<file path="src/srcmb_map.vh">
// Register map, field positions and timing constants of the system reset combiner
`ifndef SRCMB_MAP_VH
`define SRCMB_MAP_VH

// Bus geometry
`define SRCMB_ADDR_W          4
`define SRCMB_DATA_W          32

// Register byte offsets
`define SRCMB_OFS_TRIGGER     4'h0
`define SRCMB_OFS_STATUS      4'h4

// Trigger register fields
`define SRCMB_TRIG_BIT        0

// Status register fields
`define SRCMB_ST_UNLOCKED     0
`define SRCMB_ST_MASTER       1
`define SRCMB_ST_SRC_LO       2
`define SRCMB_ST_SRC_HI       7
`define SRCMB_ST_REJECTED     8

// Reset values
`define SRCMB_RST_WORD        32'h0000_0000

// AXI response codes
`define SRCMB_RESP_OKAY       2'h0
`define SRCMB_RESP_SLVERR     2'h2

// Source count and hold time after the last source releases
`define SRCMB_NUM_SRC         6
`define SRCMB_CLK_PERIOD_NS   10
`define SRCMB_HOLD_NS         160
`define SRCMB_HOLD_CYCLES     ((`SRCMB_HOLD_NS + `SRCMB_CLK_PERIOD_NS - 1) / `SRCMB_CLK_PERIOD_NS)

`endif

</file>
<file path="src/srcmb_top.v">
// System reset combiner with an AXI4-Lite software reset trigger register
//
// Overview
//   Six reset causes are turned active high and merged into one level.
//   The merged level drives the chip-wide master reset through a stretcher,
//   which keeps the reset asserted for a fixed number of cycles after the
//   last cause has gone away, so short glitches still give a full reset.
//
// Software path
//   A write of one to bit 0 of the trigger word, while the unlock level is
//   high, sets an internal trigger bit for exactly one cycle. The bit clears
//   itself on the next edge, so it never stays latched. One edge later the
//   software reset event pulses for one cycle and joins the other causes.
//   A write of one while locked completes normally but only sets a sticky
//   refused mark in the status word; software clears that mark by writing
//   one to its bit with byte lane one enabled.
//
// Bus behaviour
//   Address and data of a write may arrive in either order or together.
//   The response follows one edge after the pair is complete. Reads answer
//   one edge after the address is taken. Unmapped addresses give an error
//   response and have no effect.
//
// Limitations
//   The unlock level is taken as a live input; the sequence that makes it
//   belongs elsewhere. Power-on is treated as a synchronous level here.
//   The block's own reset is separate from the master reset it produces;
//   looping one back into the other is left to the integrator.
//
// Latency summary
//   Cause active at an edge: master reset high after that edge.
//   Trigger write completing at an edge: event one edge later, master
//   reset two edges later.
//
`include "srcmb_map.vh"

module srcmb_top #(
  parameter HOLD  = `SRCMB_HOLD_CYCLES,
  parameter CNT_W = 8
) (
  input  wire                     aclk,                         // System clock, 100 MHz
  input  wire                     aresetn,                      // Synchronous reset, active low
  // Write address channel
  input  wire [`SRCMB_ADDR_W-1:0] s_axi_awaddr,                 // Write byte address
  input  wire [2:0]               s_axi_awprot,                 // Protection, unused
  input  wire                     s_axi_awvalid,                // Write address valid
  output wire                     s_axi_awready,                // Write address ready
  // Write data channel
  input  wire [`SRCMB_DATA_W-1:0] s_axi_wdata,                  // Write data
  input  wire [3:0]               s_axi_wstrb,                  // Byte enables
  input  wire                     s_axi_wvalid,                 // Write data valid
  output wire                     s_axi_wready,                 // Write data ready
  // Write response channel
  output reg  [1:0]               s_axi_bresp,                  // Write response
  output reg                      s_axi_bvalid,                 // Write response valid
  input  wire                     s_axi_bready,                 // Write response ready
  // Read address channel
  input  wire [`SRCMB_ADDR_W-1:0] s_axi_araddr,                 // Read byte address
  input  wire [2:0]               s_axi_arprot,                 // Protection, unused
  input  wire                     s_axi_arvalid,                // Read address valid
  output wire                     s_axi_arready,                // Read address ready
  // Read data channel
  output reg  [`SRCMB_DATA_W-1:0] s_axi_rdata,                  // Read data
  output reg  [1:0]               s_axi_rresp,                  // Read response
  output reg                      s_axi_rvalid,                 // Read data valid
  input  wire                     s_axi_rready,                 // Read data ready
  // Reset sources
  input  wire                     power_on_reset,               // Power-on detector, high = active
  input  wire                     external_clear_pin_n,         // Master-clear pin, low = active
  input  wire                     watchdog_reset_source,        // Watchdog timeout, high = active
  input  wire                     brownout_reset_source,        // Brown-out detector, high = active
  input  wire                     config_mismatch_reset_source, // Configuration mismatch, high = active
  input  wire                     system_unlocked,              // Unlock sequence in effect, level
  // Reset outputs
  output reg                      software_reset_source,        // One-cycle software reset event
  output wire                     master_system_reset           // Chip-wide reset, high = active
);

  // Write side states
  localparam [1:0] WS_COLLECT = 2'b01;
  localparam [1:0] WS_RESP    = 2'b10;

  // Read side states
  localparam [1:0] RS_IDLE    = 2'b01;
  localparam [1:0] RS_DATA    = 2'b10;

  // Register select codes, one-hot
  localparam [1:0] SEL_NONE    = 2'b00;
  localparam [1:0] SEL_TRIGGER = 2'b01;
  localparam [1:0] SEL_STATUS  = 2'b10;

  reg  [1:0]               wr_state;
  reg  [1:0]               rd_state;
  reg                      aw_got;
  reg                      w_got;
  reg  [`SRCMB_ADDR_W-1:0] aw_addr_q;
  reg  [`SRCMB_DATA_W-1:0] w_data_q;
  reg  [3:0]               w_strb_q;
  reg                      soft_reset_trigger_bit;
  reg                      write_rejected;

  wire                     aw_hs;
  wire                     w_hs;
  wire                     ar_hs;
  wire                     have_aw;
  wire                     have_w;
  wire                     do_write;
  wire [`SRCMB_ADDR_W-1:0] wr_addr;
  wire [`SRCMB_DATA_W-1:0] wr_data;
  wire [3:0]               wr_strb;
  wire [1:0]               wr_sel;
  wire [1:0]               rd_sel;
  wire                     trig_one;
  wire                     trig_accept;
  wire                     trig_refuse;
  wire                     rej_clear;
  wire [`SRCMB_NUM_SRC-1:0] src_active;
  wire [`SRCMB_DATA_W-1:0] status_word;

  // Address decode shared by both channels; low word bits must be zero
  function [1:0] srcmb_decode;
    input [`SRCMB_ADDR_W-1:0] addr;
    begin
      case (addr)
        `SRCMB_OFS_TRIGGER: srcmb_decode = SEL_TRIGGER;
        `SRCMB_OFS_STATUS:  srcmb_decode = SEL_STATUS;
        default:            srcmb_decode = SEL_NONE;
      endcase
    end
  endfunction

  // Handshakes; each channel is taken at most once per write
  assign s_axi_awready = (wr_state == WS_COLLECT) && !aw_got;
  assign s_axi_wready  = (wr_state == WS_COLLECT) && !w_got;
  assign s_axi_arready = (rd_state == RS_IDLE);
  assign aw_hs         = s_axi_awvalid && s_axi_awready;
  assign w_hs          = s_axi_wvalid && s_axi_wready;
  assign ar_hs         = s_axi_arvalid && s_axi_arready;

  // The write fires on the edge that completes the address and data pair
  assign have_aw  = aw_got || aw_hs;
  assign have_w   = w_got || w_hs;
  assign do_write = (wr_state == WS_COLLECT) && have_aw && have_w;
  assign wr_addr  = aw_got ? aw_addr_q : s_axi_awaddr;
  assign wr_data  = w_got ? w_data_q : s_axi_wdata;
  assign wr_strb  = w_got ? w_strb_q : s_axi_wstrb;
  assign wr_sel   = srcmb_decode(wr_addr);
  assign rd_sel   = srcmb_decode(s_axi_araddr);

  // Only bit 0 of the trigger word counts; upper bits are dropped
  assign trig_one    = do_write && (wr_sel == SEL_TRIGGER) && wr_strb[0] &&
                       wr_data[`SRCMB_TRIG_BIT];
  // A locked write of one is refused and only leaves a sticky mark
  assign trig_accept = trig_one && system_unlocked;
  assign trig_refuse = trig_one && !system_unlocked;
  assign rej_clear   = do_write && (wr_sel == SEL_STATUS) && wr_strb[1] &&
                       wr_data[`SRCMB_ST_REJECTED];

  // Write side: collect address and data in either order
  always @(posedge aclk) begin
    if (!aresetn) begin
      wr_state     <= WS_COLLECT;
      aw_got       <= 1'b0;
      w_got        <= 1'b0;
      aw_addr_q    <= {`SRCMB_ADDR_W{1'b0}};
      w_data_q     <= `SRCMB_RST_WORD;
      w_strb_q     <= 4'h0;
      s_axi_bvalid <= 1'b0;
      s_axi_bresp  <= `SRCMB_RESP_OKAY;
    end else begin
      case (wr_state)
        WS_COLLECT: begin
          if (aw_hs) begin
            aw_got    <= 1'b1;
            aw_addr_q <= s_axi_awaddr;
          end
          if (w_hs) begin
            w_got    <= 1'b1;
            w_data_q <= s_axi_wdata;
            w_strb_q <= s_axi_wstrb;
          end
          if (do_write) begin
            aw_got       <= 1'b0;
            w_got        <= 1'b0;
            s_axi_bvalid <= 1'b1;
            // A locked trigger write still completes with OKAY
            s_axi_bresp  <= (wr_sel == SEL_NONE) ? `SRCMB_RESP_SLVERR : `SRCMB_RESP_OKAY;
            wr_state     <= WS_RESP;
          end
        end
        WS_RESP: begin
          if (s_axi_bready) begin
            s_axi_bvalid <= 1'b0;
            s_axi_bresp  <= `SRCMB_RESP_OKAY;
            wr_state     <= WS_COLLECT;
          end
        end
        default: begin
          wr_state     <= WS_COLLECT;
          aw_got       <= 1'b0;
          w_got        <= 1'b0;
          s_axi_bvalid <= 1'b0;
        end
      endcase
    end
  end

  // Trigger bit: set by an accepted write, cleared by hardware next edge
  always @(posedge aclk) begin
    if (!aresetn) begin
      soft_reset_trigger_bit <= 1'b0;
    end else if (trig_accept) begin
      soft_reset_trigger_bit <= 1'b1;
    end else begin
      soft_reset_trigger_bit <= 1'b0;
    end
  end

  // Software reset event follows the trigger bit as a single pulse
  always @(posedge aclk) begin
    if (!aresetn) begin
      software_reset_source <= 1'b0;
    end else begin
      software_reset_source <= soft_reset_trigger_bit;
    end
  end

  // Refused-write mark; a new refusal wins over a clear in the same cycle
  always @(posedge aclk) begin
    if (!aresetn) begin
      write_rejected <= 1'b0;
    end else if (trig_refuse) begin
      write_rejected <= 1'b1;
    end else if (rej_clear) begin
      write_rejected <= 1'b0;
    end
  end

  // Six causes, all turned active high before merging
  assign src_active = {config_mismatch_reset_source,
                       brownout_reset_source,
                       watchdog_reset_source,
                       software_reset_source,
                       !external_clear_pin_n,
                       power_on_reset};

  // Merge and hold; the registered event joins, so timing stays clean
  srcmb_stretch #(
    .NUM_SRC (`SRCMB_NUM_SRC),
    .HOLD    (HOLD),
    .CNT_W   (CNT_W)
  ) u_stretch (
    .aclk       (aclk),
    .aresetn    (aresetn),
    .src_active (src_active),
    .rst_out    (master_system_reset)
  );

  // Status word: live state of the block
  assign status_word = {{(`SRCMB_DATA_W-`SRCMB_ST_REJECTED-1){1'b0}},
                        write_rejected,
                        src_active,
                        master_system_reset,
                        system_unlocked};

  // Read side: address taken when idle, data one edge later
  always @(posedge aclk) begin
    if (!aresetn) begin
      rd_state     <= RS_IDLE;
      s_axi_rvalid <= 1'b0;
      s_axi_rdata  <= `SRCMB_RST_WORD;
      s_axi_rresp  <= `SRCMB_RESP_OKAY;
    end else begin
      case (rd_state)
        RS_IDLE: begin
          if (ar_hs) begin
            s_axi_rvalid <= 1'b1;
            rd_state     <= RS_DATA;
            case (rd_sel)
              SEL_TRIGGER: begin
                // Write-only: the whole word reads as zero
                s_axi_rdata <= `SRCMB_RST_WORD;
                s_axi_rresp <= `SRCMB_RESP_OKAY;
              end
              SEL_STATUS: begin
                s_axi_rdata <= status_word;
                s_axi_rresp <= `SRCMB_RESP_OKAY;
              end
              default: begin
                s_axi_rdata <= `SRCMB_RST_WORD;
                s_axi_rresp <= `SRCMB_RESP_SLVERR;
              end
            endcase
          end
        end
        RS_DATA: begin
          if (s_axi_rready) begin
            s_axi_rvalid <= 1'b0;
            s_axi_rdata  <= `SRCMB_RST_WORD;
            s_axi_rresp  <= `SRCMB_RESP_OKAY;
            rd_state     <= RS_IDLE;
          end
        end
        default: begin
          rd_state     <= RS_IDLE;
          s_axi_rvalid <= 1'b0;
        end
      endcase
    end
  end

endmodule

</file>
<file path="src/srcmb_stretch.v">
// Merges reset source levels and holds the master reset after release
`include "srcmb_map.vh"

module srcmb_stretch #(
  parameter NUM_SRC = `SRCMB_NUM_SRC,
  parameter HOLD    = `SRCMB_HOLD_CYCLES,
  parameter CNT_W   = 8
) (
  input  wire               aclk,        // System clock
  input  wire               aresetn,     // Synchronous reset, active low
  input  wire [NUM_SRC-1:0] src_active,  // One level per source, high = active
  output reg                rst_out      // Merged and stretched reset
);

  localparam [CNT_W-1:0] HOLD_CNT = HOLD[CNT_W-1:0];

  reg  [CNT_W-1:0] hold_cnt;
  wire             any_src;

  // Any one source is enough
  assign any_src = |src_active;

  // Reset stays asserted through the block's own reset, so the chip never
  // sees a released reset before the sources have been looked at
  always @(posedge aclk) begin
    if (!aresetn) begin
      hold_cnt <= HOLD_CNT;
      rst_out  <= 1'b1;
    end else if (any_src) begin
      hold_cnt <= HOLD_CNT;
      rst_out  <= 1'b1;
    end else if (hold_cnt != {CNT_W{1'b0}}) begin
      hold_cnt <= hold_cnt - {{(CNT_W-1){1'b0}}, 1'b1};
      rst_out  <= 1'b1;
    end else begin
      hold_cnt <= hold_cnt;
      rst_out  <= 1'b0;
    end
  end

endmodule

</file>
<file path="config.mk">
export PLATFORM = sky130hd
export DESIGN_NAME = srcmb_top
export DESIGN_NICKNAME = d
export VERILOG_FILES = /design/src/srcmb_top.v /design/src/srcmb_stretch.v
export VERILOG_INCLUDE_DIRS = /design/src
export SDC_FILE = /design/constraint.sdc
export NUM_CORES = 1
export LEC_CHECK = 0
export ABC_CLOCK_PERIOD_IN_PS = 2300
export BUFFER_PORTS_ARGS = -buffer_cell sky130_fd_sc_hd__buf_2
export CORE_AREA = 2 2 72 74
export DETAILED_ROUTE_END_ITERATION = 10
export DIE_AREA = 0 0 74 76
export MAX_ROUTING_LAYER = met4
export PLACE_DENSITY = 0.72
export SLEW_MARGIN = 20
export SYNTH_ARGS = -nofsm -noshare
export SYNTH_HDL_FRONTEND = slang
export SYNTH_HIERARCHICAL = 1
export SYNTH_SLANG_ARGS = --single-unit
export TNS_END_PERCENT = 50
</file>
<file path="constraint.sdc">
create_clock -name aclk -period 2.3 [get_ports aclk]
set_clock_uncertainty 0.1 [all_clocks]
set_input_delay 0.23 -clock aclk [delete_from_list [all_inputs] [get_ports aclk]]
set_output_delay 0.23 -clock aclk [all_outputs]
set_load 0.01 [all_outputs]
</file>
==> results of run 1 <==
logic make-up after synthesis:
kind of cell    after synthesis
compound gates               35
fa+ha+maj                     5
flops                        37
mux                          10
buf+inv                      40
other cells                   1
xor+xnor                      3
simple gates                 65
per-layer routing:
layer / up-vias / global-route usage (%) / share of wire (%)
met1: 645 / 15.1 / 46
li1: 726 / - / -
met5: - / - / 0
met3: 2 / 4.23 / 6.3
met4: 0 / 3.82 / 0.88
met2: 52 / 20.0 / 47
metrics by stage:
step	std cells	util, %
floorplan	220	-
global placement	302	41.5
detailed placement	302	41.5
CTS	310	43.9
global route	310	43.9
finish	310	43.9
worst paths after layout:
kind / endpoint / cells past startpoint
max: s_axi_rdata[2]$_SDFFE_PN0P_ / 6
min: u_stretch/rst_out$_SDFF_PP1_ / 3
max reg2reg: s_axi_rdata[2]$_SDFFE_PN0P_ / 6
min reg2reg: software_reset_source$_SDFF_PN0_ / 1
flip-flops by register name, summed over array words and instances, names as in the netlist:
register / flops
u_stretch/rst_out: 1
s_axi_rresp: 1
soft_reset_trigger_bit: 1
software_reset_source: 1
w_got: 1
s_axi_rvalid: 1
u_stretch/hold_cnt: 8
s_axi_rdata: 9
write_rejected: 1
s_axi_bvalid: 1
wr_state: 1
w_data_q: 2
w_strb_q: 2
aw_addr_q: 4
aw_got: 1
rd_state: 1
s_axi_bresp: 1
report_power, final:
part	switching (uW)	internal, uW
sequential	28.0	674
clock	229	352
combinational	131	105
worst min-delay path, cell delays in order:
cell and delay, ps:
buf_2 90, nor4_1 50, nand3_1 60
final cells by class:
cell class	instances	share of cell area, %
Multi-Input combinational cell	143	44.4
Sequential cell	37	34.3
Timing Repair Buffer	43	10.1
Tap cell	70	4.06
Clock buffer	6	3.83
Clock inverter	2	1.74
Inverter	9	1.57
layout by cell type, fill, tap and decap left out, drive strengths merged, types with 2 or more instances in the layout:
master,netlist,final
a211oi,5,5
a21boi,2,2
a21oi,5,5
a22o,8,8
and3,2,2
buf,28,43
clkbuf,3,6
conb,1,25
dfxtp,37,37
ha,5,5
inv,9,9
mux2i,10,10
nand2,5,5
nand2b,3,3
nand3,4,4
nand4,2,2
nor2,5,5
nor2b,17,17
nor3,6,6
nor3b,5,5
nor4,2,2
o21a,2,2
o21ai,6,6
or3,3,3
or4,4,4
xnor2,3,3
==> results.yml, run 1 <==
clock_network:
  hold_buffers: 0
  cts_resized: 0
  h-tree-depth: 2
  numClockSinks: 37
  cts_buffers: 5
  cts_tree: "yes"
  cts_buffer_depth: 2
  cts-root-buf: "clkbuf_8"
  clkTransAtPathRegs_ps: 70
  clkLatencyLatePin_ps: 280
  cts_setup_buffers: 0
routing:
  drc: 0
  final_antenna_net_count: 0
  wirelength_um: 3310
  vias: 1425
  drtIter0Drc: 109
  wl_per_cell_um: 10.7
  dr.pass1.iters: 4
  viasPerCell: 4.60
logic_synthesis:
  ys_warn_count: 6
  synth_largest_area_cell: "dfxtp_1"
  ys_dominant_reg_cell: "dfxtp_1"
  netlist_area_um2: 1860
  synth.area.mux_share_pct: 5.38
  synth.yosys.seq_area_share_pct: 39.8
  synthTopCellsByArea: "dfxtp_1 (40%), buf_4 (10%), nor2b_1 (5.7%), mux2i_1 (5.4%), a22o_1 (3.8%)"
  ys_ff_latch: 37
  synth_top_family_by_area: "simple AND/OR/NAND/NOR gates"
  ys_types: 47
  synth_compound_area_share_pct: 14.2
  synth_adder_area_share_pct: 3.36
  synth.avg_cell_area_um2: 9.50
  synth_top_area_share_pct: 39.8
  synthSimpleGateAreaFrac_pct: 22.1
  synthArstFlopShare_pct: 0
  synthXorXnorAreaFrac_pct: 1.41
  synth.cells.most_frequent: "dfxtp_1 (37), buf_4 (25), nor2b_1 (17)"
  netlist_instances: 196
  synth_most_common_cell: "dfxtp_1"
  synth_edf_count: 0
sta:
  rsz0062_at_grt: "no"
  whs_ps: 80.5
  fin_crit_ps: 1860
  finalSetupViolCount: 0
  fin_ws_ps: 436
  relSlewSlack_pct: 61.2
  min_period_over_period_pct: 81.1
  hold_viol: 0
  fmax_mhz: 536
  slew_viol_final: 0
  worstMarginPinSlew_ps: 581
  setup_tns_ps: 0
global_route:
  track_usage_pct: 12.6
  first_global_vias: 1245
  overflow: 0
  grt_pass1_wl_um: 5460
  grt_max_degree: 25
  antenna_found_initial: 0
cells_and_area:
  n_antenna_cell: 0
  regArea_um2: 741
  final_nets: 307
  multi_input_area_um2: 958
  fillers: 489
  area_growth_pct: 15.9
  fin_area_um2: 2160
  drive_above_1_share_pct: 25.4
flow_run:
  maxCapViolations: 0
floorplan:
  row_count: 26
  fp.dieW_um: 74
  die_y_um: 76
  io_pins: 106
  initial_utilization_pct: 37.9
  dieArea_um2: 5620
  core_um2: 4910
power:
  p_per_area_nw_per_um2: 704
  power_uw: 1520
  p_leak_uw: 0.000953
  peakVddDrop_uv: 215
critical_path:
  crit_arrival_ps: 1990
  worstSetupPathType: "flop to flop"
  r2r_start: "s_axi_rvalid$_SDFFE_PN0P_"
  path_max_fanout: 8
  crit_path_end_kind: "flop"
  critical-path-top-delay-family: "simple AND/OR/NAND/NOR gates"
  rrSetupSlack_ps: 440
  crit_chain: "inv_1, ha_1, nor2b_1, nor3_2, and3_1, a22o_1"
  cp.required_ps: 2420
  crit_buf_inv: 1
  slowest_delay_ps: 410
  cpMaxStageDelayCell: "and3_1"
  start_kind: "flop"
  critPathLaunch: "s_axi_rvalid$_SDFFE_PN0P_"
placement:
  place.gp.congestion: 0.788
  dp_hpwl_um: 2550
  placed_cell_area_um2: 2040
  pre_cts_ws_ps: 326
  port_buffers: 42
worst_hold_path:
  worstHoldStart: "config_mismatch_reset_source"
  worstHoldPathType: "primary input to flop"
outcome:
  status: "finished, final reports clean"
No activity file was read; power rests on OpenSTA's default activity.
==> run 2, diff against run 1 <==
Settings changed: ABC_CLOCK_PERIOD_IN_PS 2300 to 1700, CORE_AREA 2 2 72 74 to 2 2 73 75, DIE_AREA 0 0 74 76 to 0 0 75 77, PLACE_DENSITY 0.72 to 0.73.
Clock period 2.3 ns to 1.7 ns, I/O delays scaled along.
==> results.yml, run 2 (synthesized netlist as in run 1, its figures left out) <==
critical_path:
  reg2reg_to: "u_stretch/hold_cnt[6]$_SDFFE_PP0P_"
  r2r_start: "u_stretch/hold_cnt[4]$_SDFFE_PP1P_"
  start_kind: "flop"
  rrSetupSlack_ps: 90
  worstSetupPathType: "flop to flop"
  reg2reg_depth: 3
  crit_arrival_ps: 1720
  path_max_fanout: 4
  crit_path_end_kind: "flop"
  cp.required_ps: 1810
cells_and_area:
  top_register: "s_axi_rdata"
  top_regs: "s_axi_rdata: 9 flops, u_stretch/hold_cnt: 8 flops, aw_addr_q: 4 flops"
  final_nets: 316
  final_cell_mix: "buf_2 (42), dfxtp_1 (35), conb_1 (25)"
  final_common_cell: "buf_2"
  fin_area_um2: 2210
  n_antenna_cell: 0
  final_util_pct: 44.3
  drive_above_1_share_pct: 30.1
  area_growth_pct: 18.5
  largest_reg_flops: 9
placement:
  port_buffers: 42
  place.gp.congestion: 0.801
  placed_cell_area_um2: 2110
  dp_hpwl_um: 2670
clock_network:
  clkTransAtPathRegs_ps: 70
  cts_buffers: 5
  cts_buffer_depth: 2
  cts_tree: "yes"
  cts-root-buf: "clkbuf_8"
  hold_buffers: 0
  numClockSinks: 37
  cts_setup_buffers: 0
  clkLatencyLatePin_ps: 280
  h-tree-depth: 2
floorplan:
  io_pins: 106
  initial_utilization_pct: 37.4
  die_y_um: 77
  row_count: 26
  core_um2: 4980
  dieArea_um2: 5780
  fp.dieW_um: 75
sta:
  min_period_over_period_pct: 94.9
  hold_viol: 0
  rsz0062_at_grt: "no"
  finalSetupViolCount: 0
  whs_ps: 16.9
  fmax_mhz: 620
  slew_viol_final: 0
  fin_crit_ps: 1610
  setup_tns_ps: 0
routing:
  wl_per_cell_um: 10.9
  wirelength_um: 3480
  dr.pass1.iters: 4
  drc: 0
  drtIter0Drc: 82
  final_antenna_net_count: 0
  viasPerCell: 4.55
  vias: 1453
global_route:
  grt_max_degree: 19
  grt_pass1_wl_um: 5580
  antenna_found_initial: 0
  overflow: 0
  first_global_vias: 1321
  track_usage_pct: 12.7
power:
  p_per_area_nw_per_um2: 851
  p_leak_uw: 0.000985
  power_uw: 1880
  peakVddDrop_uv: 365
flow_run:
  maxCapViolations: 0
outcome:
  status: "finished, final reports clean"
worst_hold_path:
  hold_end: "s_axi_rdata[2]$_SDFFE_PN0P_"
  worstHoldStart: "power_on_reset"
  hold_depth: 2
  worstHoldPathType: "primary input to flop"
[run 2: per-stage QoR]
step | cells | worst slack [ps]
6_report | 319 | 86.2
5_1_grt | 319 | 4.85
4_1_cts | 319 | 24.5
3_5_place_dp | 311 | -151
3_3_place_gp | 311 | -159
2_1_floorplan | 220 | 9.40
[run 2: worst max path at each step]
stage | depth (start not counted) | startpoint | slack, ps | to
after CTS | 6 | u_stretch/hold_cnt[0]$_SDFFE_PP0P_ | 20 | u_stretch/hold_cnt[1]$_SDFFE_PP0P_
after detailed placement | 6 | s_axi_araddr[2] | -150 | s_axi_rdata[1]$_SDFFE_PN0P_
after floorplan | 5 | u_stretch/hold_cnt[0]$_SDFFE_PP0P_ | 9 | u_stretch/hold_cnt[1]$_SDFFE_PP0P_
final | 3 | u_stretch/hold_cnt[4]$_SDFFE_PP1P_ | 90 | u_stretch/hold_cnt[6]$_SDFFE_PP0P_
after global routing | 7 | s_axi_rvalid$_SDFFE_PN0P_ | 5 | s_axi_rdata[5]$_SDFFE_PN0P_
after global placement | 6 | s_axi_araddr[2] | -160 | s_axi_rdata[7]$_SDFFE_PN0P_
[run 2: repair_timing]
item                                   CTS  global route
resized for setup                        1             6
endpoints found under the hold margin    0             0
pin swaps                                0             2
setup endpoints to repair                8            17
[run 2: final cells by class]
| type | count | area (um^2) |
|---|---|---|
| multi-input combinational | 143 | 971 |
| clock inverter | 2 | 10.0 |
| inverter | 9 | 33.8 |
| sequential | 37 | 746 |
| timing repair buffer | 52 | 285 |
| clock buffer | 6 | 72.6 |
| fill | 529 | 2770 |
| tap | 70 | 87.6 |
[run 2: metal layers]
layer  part of all wire, %  GRT usage [%]  vias to the layer above
li1                      -              -                      752
met3                   6.7           3.81                        2
met4                   1.1           5.36                        0
met5                     0              -                        -
met1                    48           15.3                      644
met2                    44           19.6                       55
[run 2: report_power, final]
| part | internal, uW | switching (uW) |
|---|---|---|
| logic | 166 | 190 |
| registers | 913 | 32.4 |
| clock network | 284 | 293 |
| total | 1360 | 516 |
[run 2: critical path, cell delays in order, from the launching register on]
cell	delay (ps)
dfxtp_1	340
or4_4	560
or3_1	340
a211oi_2	200
==> run 3, diff against run 2 <==
Settings changed: CORE_AREA 2 2 73 75 to 2 2 71 73, DIE_AREA 0 0 75 77 to 0 0 73 75, PLACE_DENSITY 0.73 to 0.74, SYNTH_HIERARCHICAL 1 to default.
==> results.yml, run 3 <==
sta:
  rsz0062_at_grt: "yes"
  slew_viol_final: 0
  finalSetupViolCount: 3
  whs_ps: 17.9
  fmax_mhz: 539
  hold_viol: 0
  min_period_over_period_pct: 109
  fin_ws_ps: -157
  fin_crit_ps: 1860
clock_network:
  cts_setup_buffers: 0
  cts_tree: "yes"
  clkTransAtPathRegs_ps: 80
  cts_buffers: 5
  clkLatencyLatePin_ps: 280
  cts-root-buf: "clkbuf_8"
  numClockSinks: 37
  hold_buffers: 0
  cts_buffer_depth: 2
  h-tree-depth: 2
placement:
  port_buffers: 42
  place.gp.congestion: 0.732
  placed_cell_area_um2: 2020
  dp_hpwl_um: 2580
floorplan:
  row_count: 25
  initial_utilization_pct: 38.4
  fp.dieW_um: 73
  die_y_um: 75
  dieArea_um2: 5480
  io_pins: 106
  core_um2: 4660
outcome:
  violations: "setup timing"
  status: "complete, but fails checks"
global_route:
  antenna_found_initial: 0
  grt_pass1_wl_um: 5330
  overflow: 0
  track_usage_pct: 12.7
  grt_max_degree: 21
  first_global_vias: 1263
critical_path:
  crit_path_end_kind: "flop"
  worstSetupPathType: "flop to flop"
  path_max_fanout: 3
  cp.required_ps: 1780
  start_kind: "flop"
  crit_arrival_ps: 1930
cells_and_area:
  largest_reg_flops: 9
  multi_input_area_um2: 936
  top_regs: "s_axi_rdata: 9 flops, u_stretch.hold_cnt: 8 flops, aw_addr_q: 4 flops"
  final_nets: 314
  final_cell_mix: "buf_2 (42), dfxtp_1 (34), conb_1 (25)"
  n_antenna_cell: 0
  top_register: "s_axi_rdata"
  fin_area_um2: 2170
  regArea_um2: 744
  fillers: 456
  final_common_cell: "buf_2"
  final_util_pct: 46.7
  area_growth_pct: 21.5
  drive_above_1_share_pct: 29.6
routing:
  viasPerCell: 4.62
  final_antenna_net_count: 0
  drtIter0Drc: 42
  wirelength_um: 3240
  dr.pass1.iters: 4
  wl_per_cell_um: 10.7
  vias: 1392
  drc: 0
flow_run:
  maxCapViolations: 0
logic_synthesis:
  ys_types: 37
  netlist_instances: 196
  synthArstFlopShare_pct: 0
  synth.cells.most_frequent: "dfxtp_1 (37), buf_4 (25), nor2b_1 (14)"
  netlist_area_um2: 1790
  synth.yosys.seq_area_share_pct: 41.4
  ys_ff_latch: 37
  synth_top_area_share_pct: 41.4
  synthTopCellsByArea: "dfxtp_1 (41%), buf_4 (10%), nor2b_1 (4.9%), a22o_1 (3.9%), ha_1 (3.5%)"
  ys_dominant_reg_cell: "dfxtp_1"
  ys_warn_count: 0
  synth_edf_count: 0
  synth_largest_area_cell: "dfxtp_1"
  synth_most_common_cell: "dfxtp_1"
  synth.avg_cell_area_um2: 9.14
power:
  p_per_area_nw_per_um2: 986
  peakVddDrop_uv: 528
  p_leak_uw: 0.000982
worst_hold_path:
  worstHoldPathType: "primary input to flop"
[run 3: cell types whose count changed after synthesis, moves of 4 or more]
cell and delta:
a211oi_1 -4, nor2_1 +8, mux2i_1 -5, nand2_1 +7
[run 3: worst paths after layout]
path                                                   startpoint                               end  slack (ps)  cells past startpoint
worst max-delay path                    aw_addr_q[3]$_SDFFE_PN0P_       write_rejected$_SDFFE_PN0P_        -160                      4
worst min-delay path                               power_on_reset       s_axi_rdata[2]$_SDFFE_PN0P_          20                      2
worst max register to register          aw_addr_q[3]$_SDFFE_PN0P_       write_rejected$_SDFFE_PN0P_        -160                      4
worst min register to register  soft_reset_trigger_bit$_SDFF_PN0_  software_reset_source$_SDFF_PN0_         340                      1
[run 3: routing by layer]
metal | track usage [%] | share of wire (%)
met4 | 4.53 | 0.34
met3 | 3.61 | 5.2
met2 | 20.0 | 48
met1 | 15.6 | 47
met5 | - | 0
[run 3: timing repair]
item                       CTS  global route
gates resized for setup      1             7
setup endpoints to repair   11            14
pin swaps                    1             2
[run 3: report_power, final]
group	internal [uW]	switching (uW)	leakage [uW]
clock network	583	302	0.0000681
logic	149	173	0.000612
registers	910	28.3	0.000302
total	1640	503	0.000982
[run 3: worst max-delay path, stage by stage (launching register included)]
cell	delay, ps
dfxtp_2	320
or4b_4	530
a2111o_1	420
nand3b_1	170
a32o_1	220
[run 3: final cells by class]
| type | count | share of cell area (%) |
|---|---|---|
| Multi-Input combinational cell | 146 | 43.0 |
| Sequential cell | 37 | 34.2 |
| Timing Repair Buffer | 50 | 12.4 |
| Tap cell | 54 | 3.11 |
| Inverter | 6 | 1.04 |
| Clock inverter | 3 | 2.99 |
| Clock buffer | 5 | 3.16 |
[run 3: cells by family (layout without fill, tap and decap cells)]
logic type	count (synthesis)	after routing	share of synthesized area, %
other	1	25	0.209
and+or+nand+nor	71	71	22.1
xor gates and xnor gates	6	6	2.93
AOI/OAI and AO/OA	33	33	13.1
DFF	37	37	41.4
muxes	6	6	3.42
buffers and inverters	37	64	13.4
adders and majority gates	5	5	3.49
[run 3: metrics by stage]
step                      power [uW]  TNS [ps]  cells  setup slack (ps)
after floorplan                 1200      -184    220              -119
after detailed placement        1270     -1360    293              -185
after global routing            2250      -438    301              -201
after CTS                       2170      -298    301              -174
final                           2140      -284    301              -157
after global placement          1260     -1190    293              -160
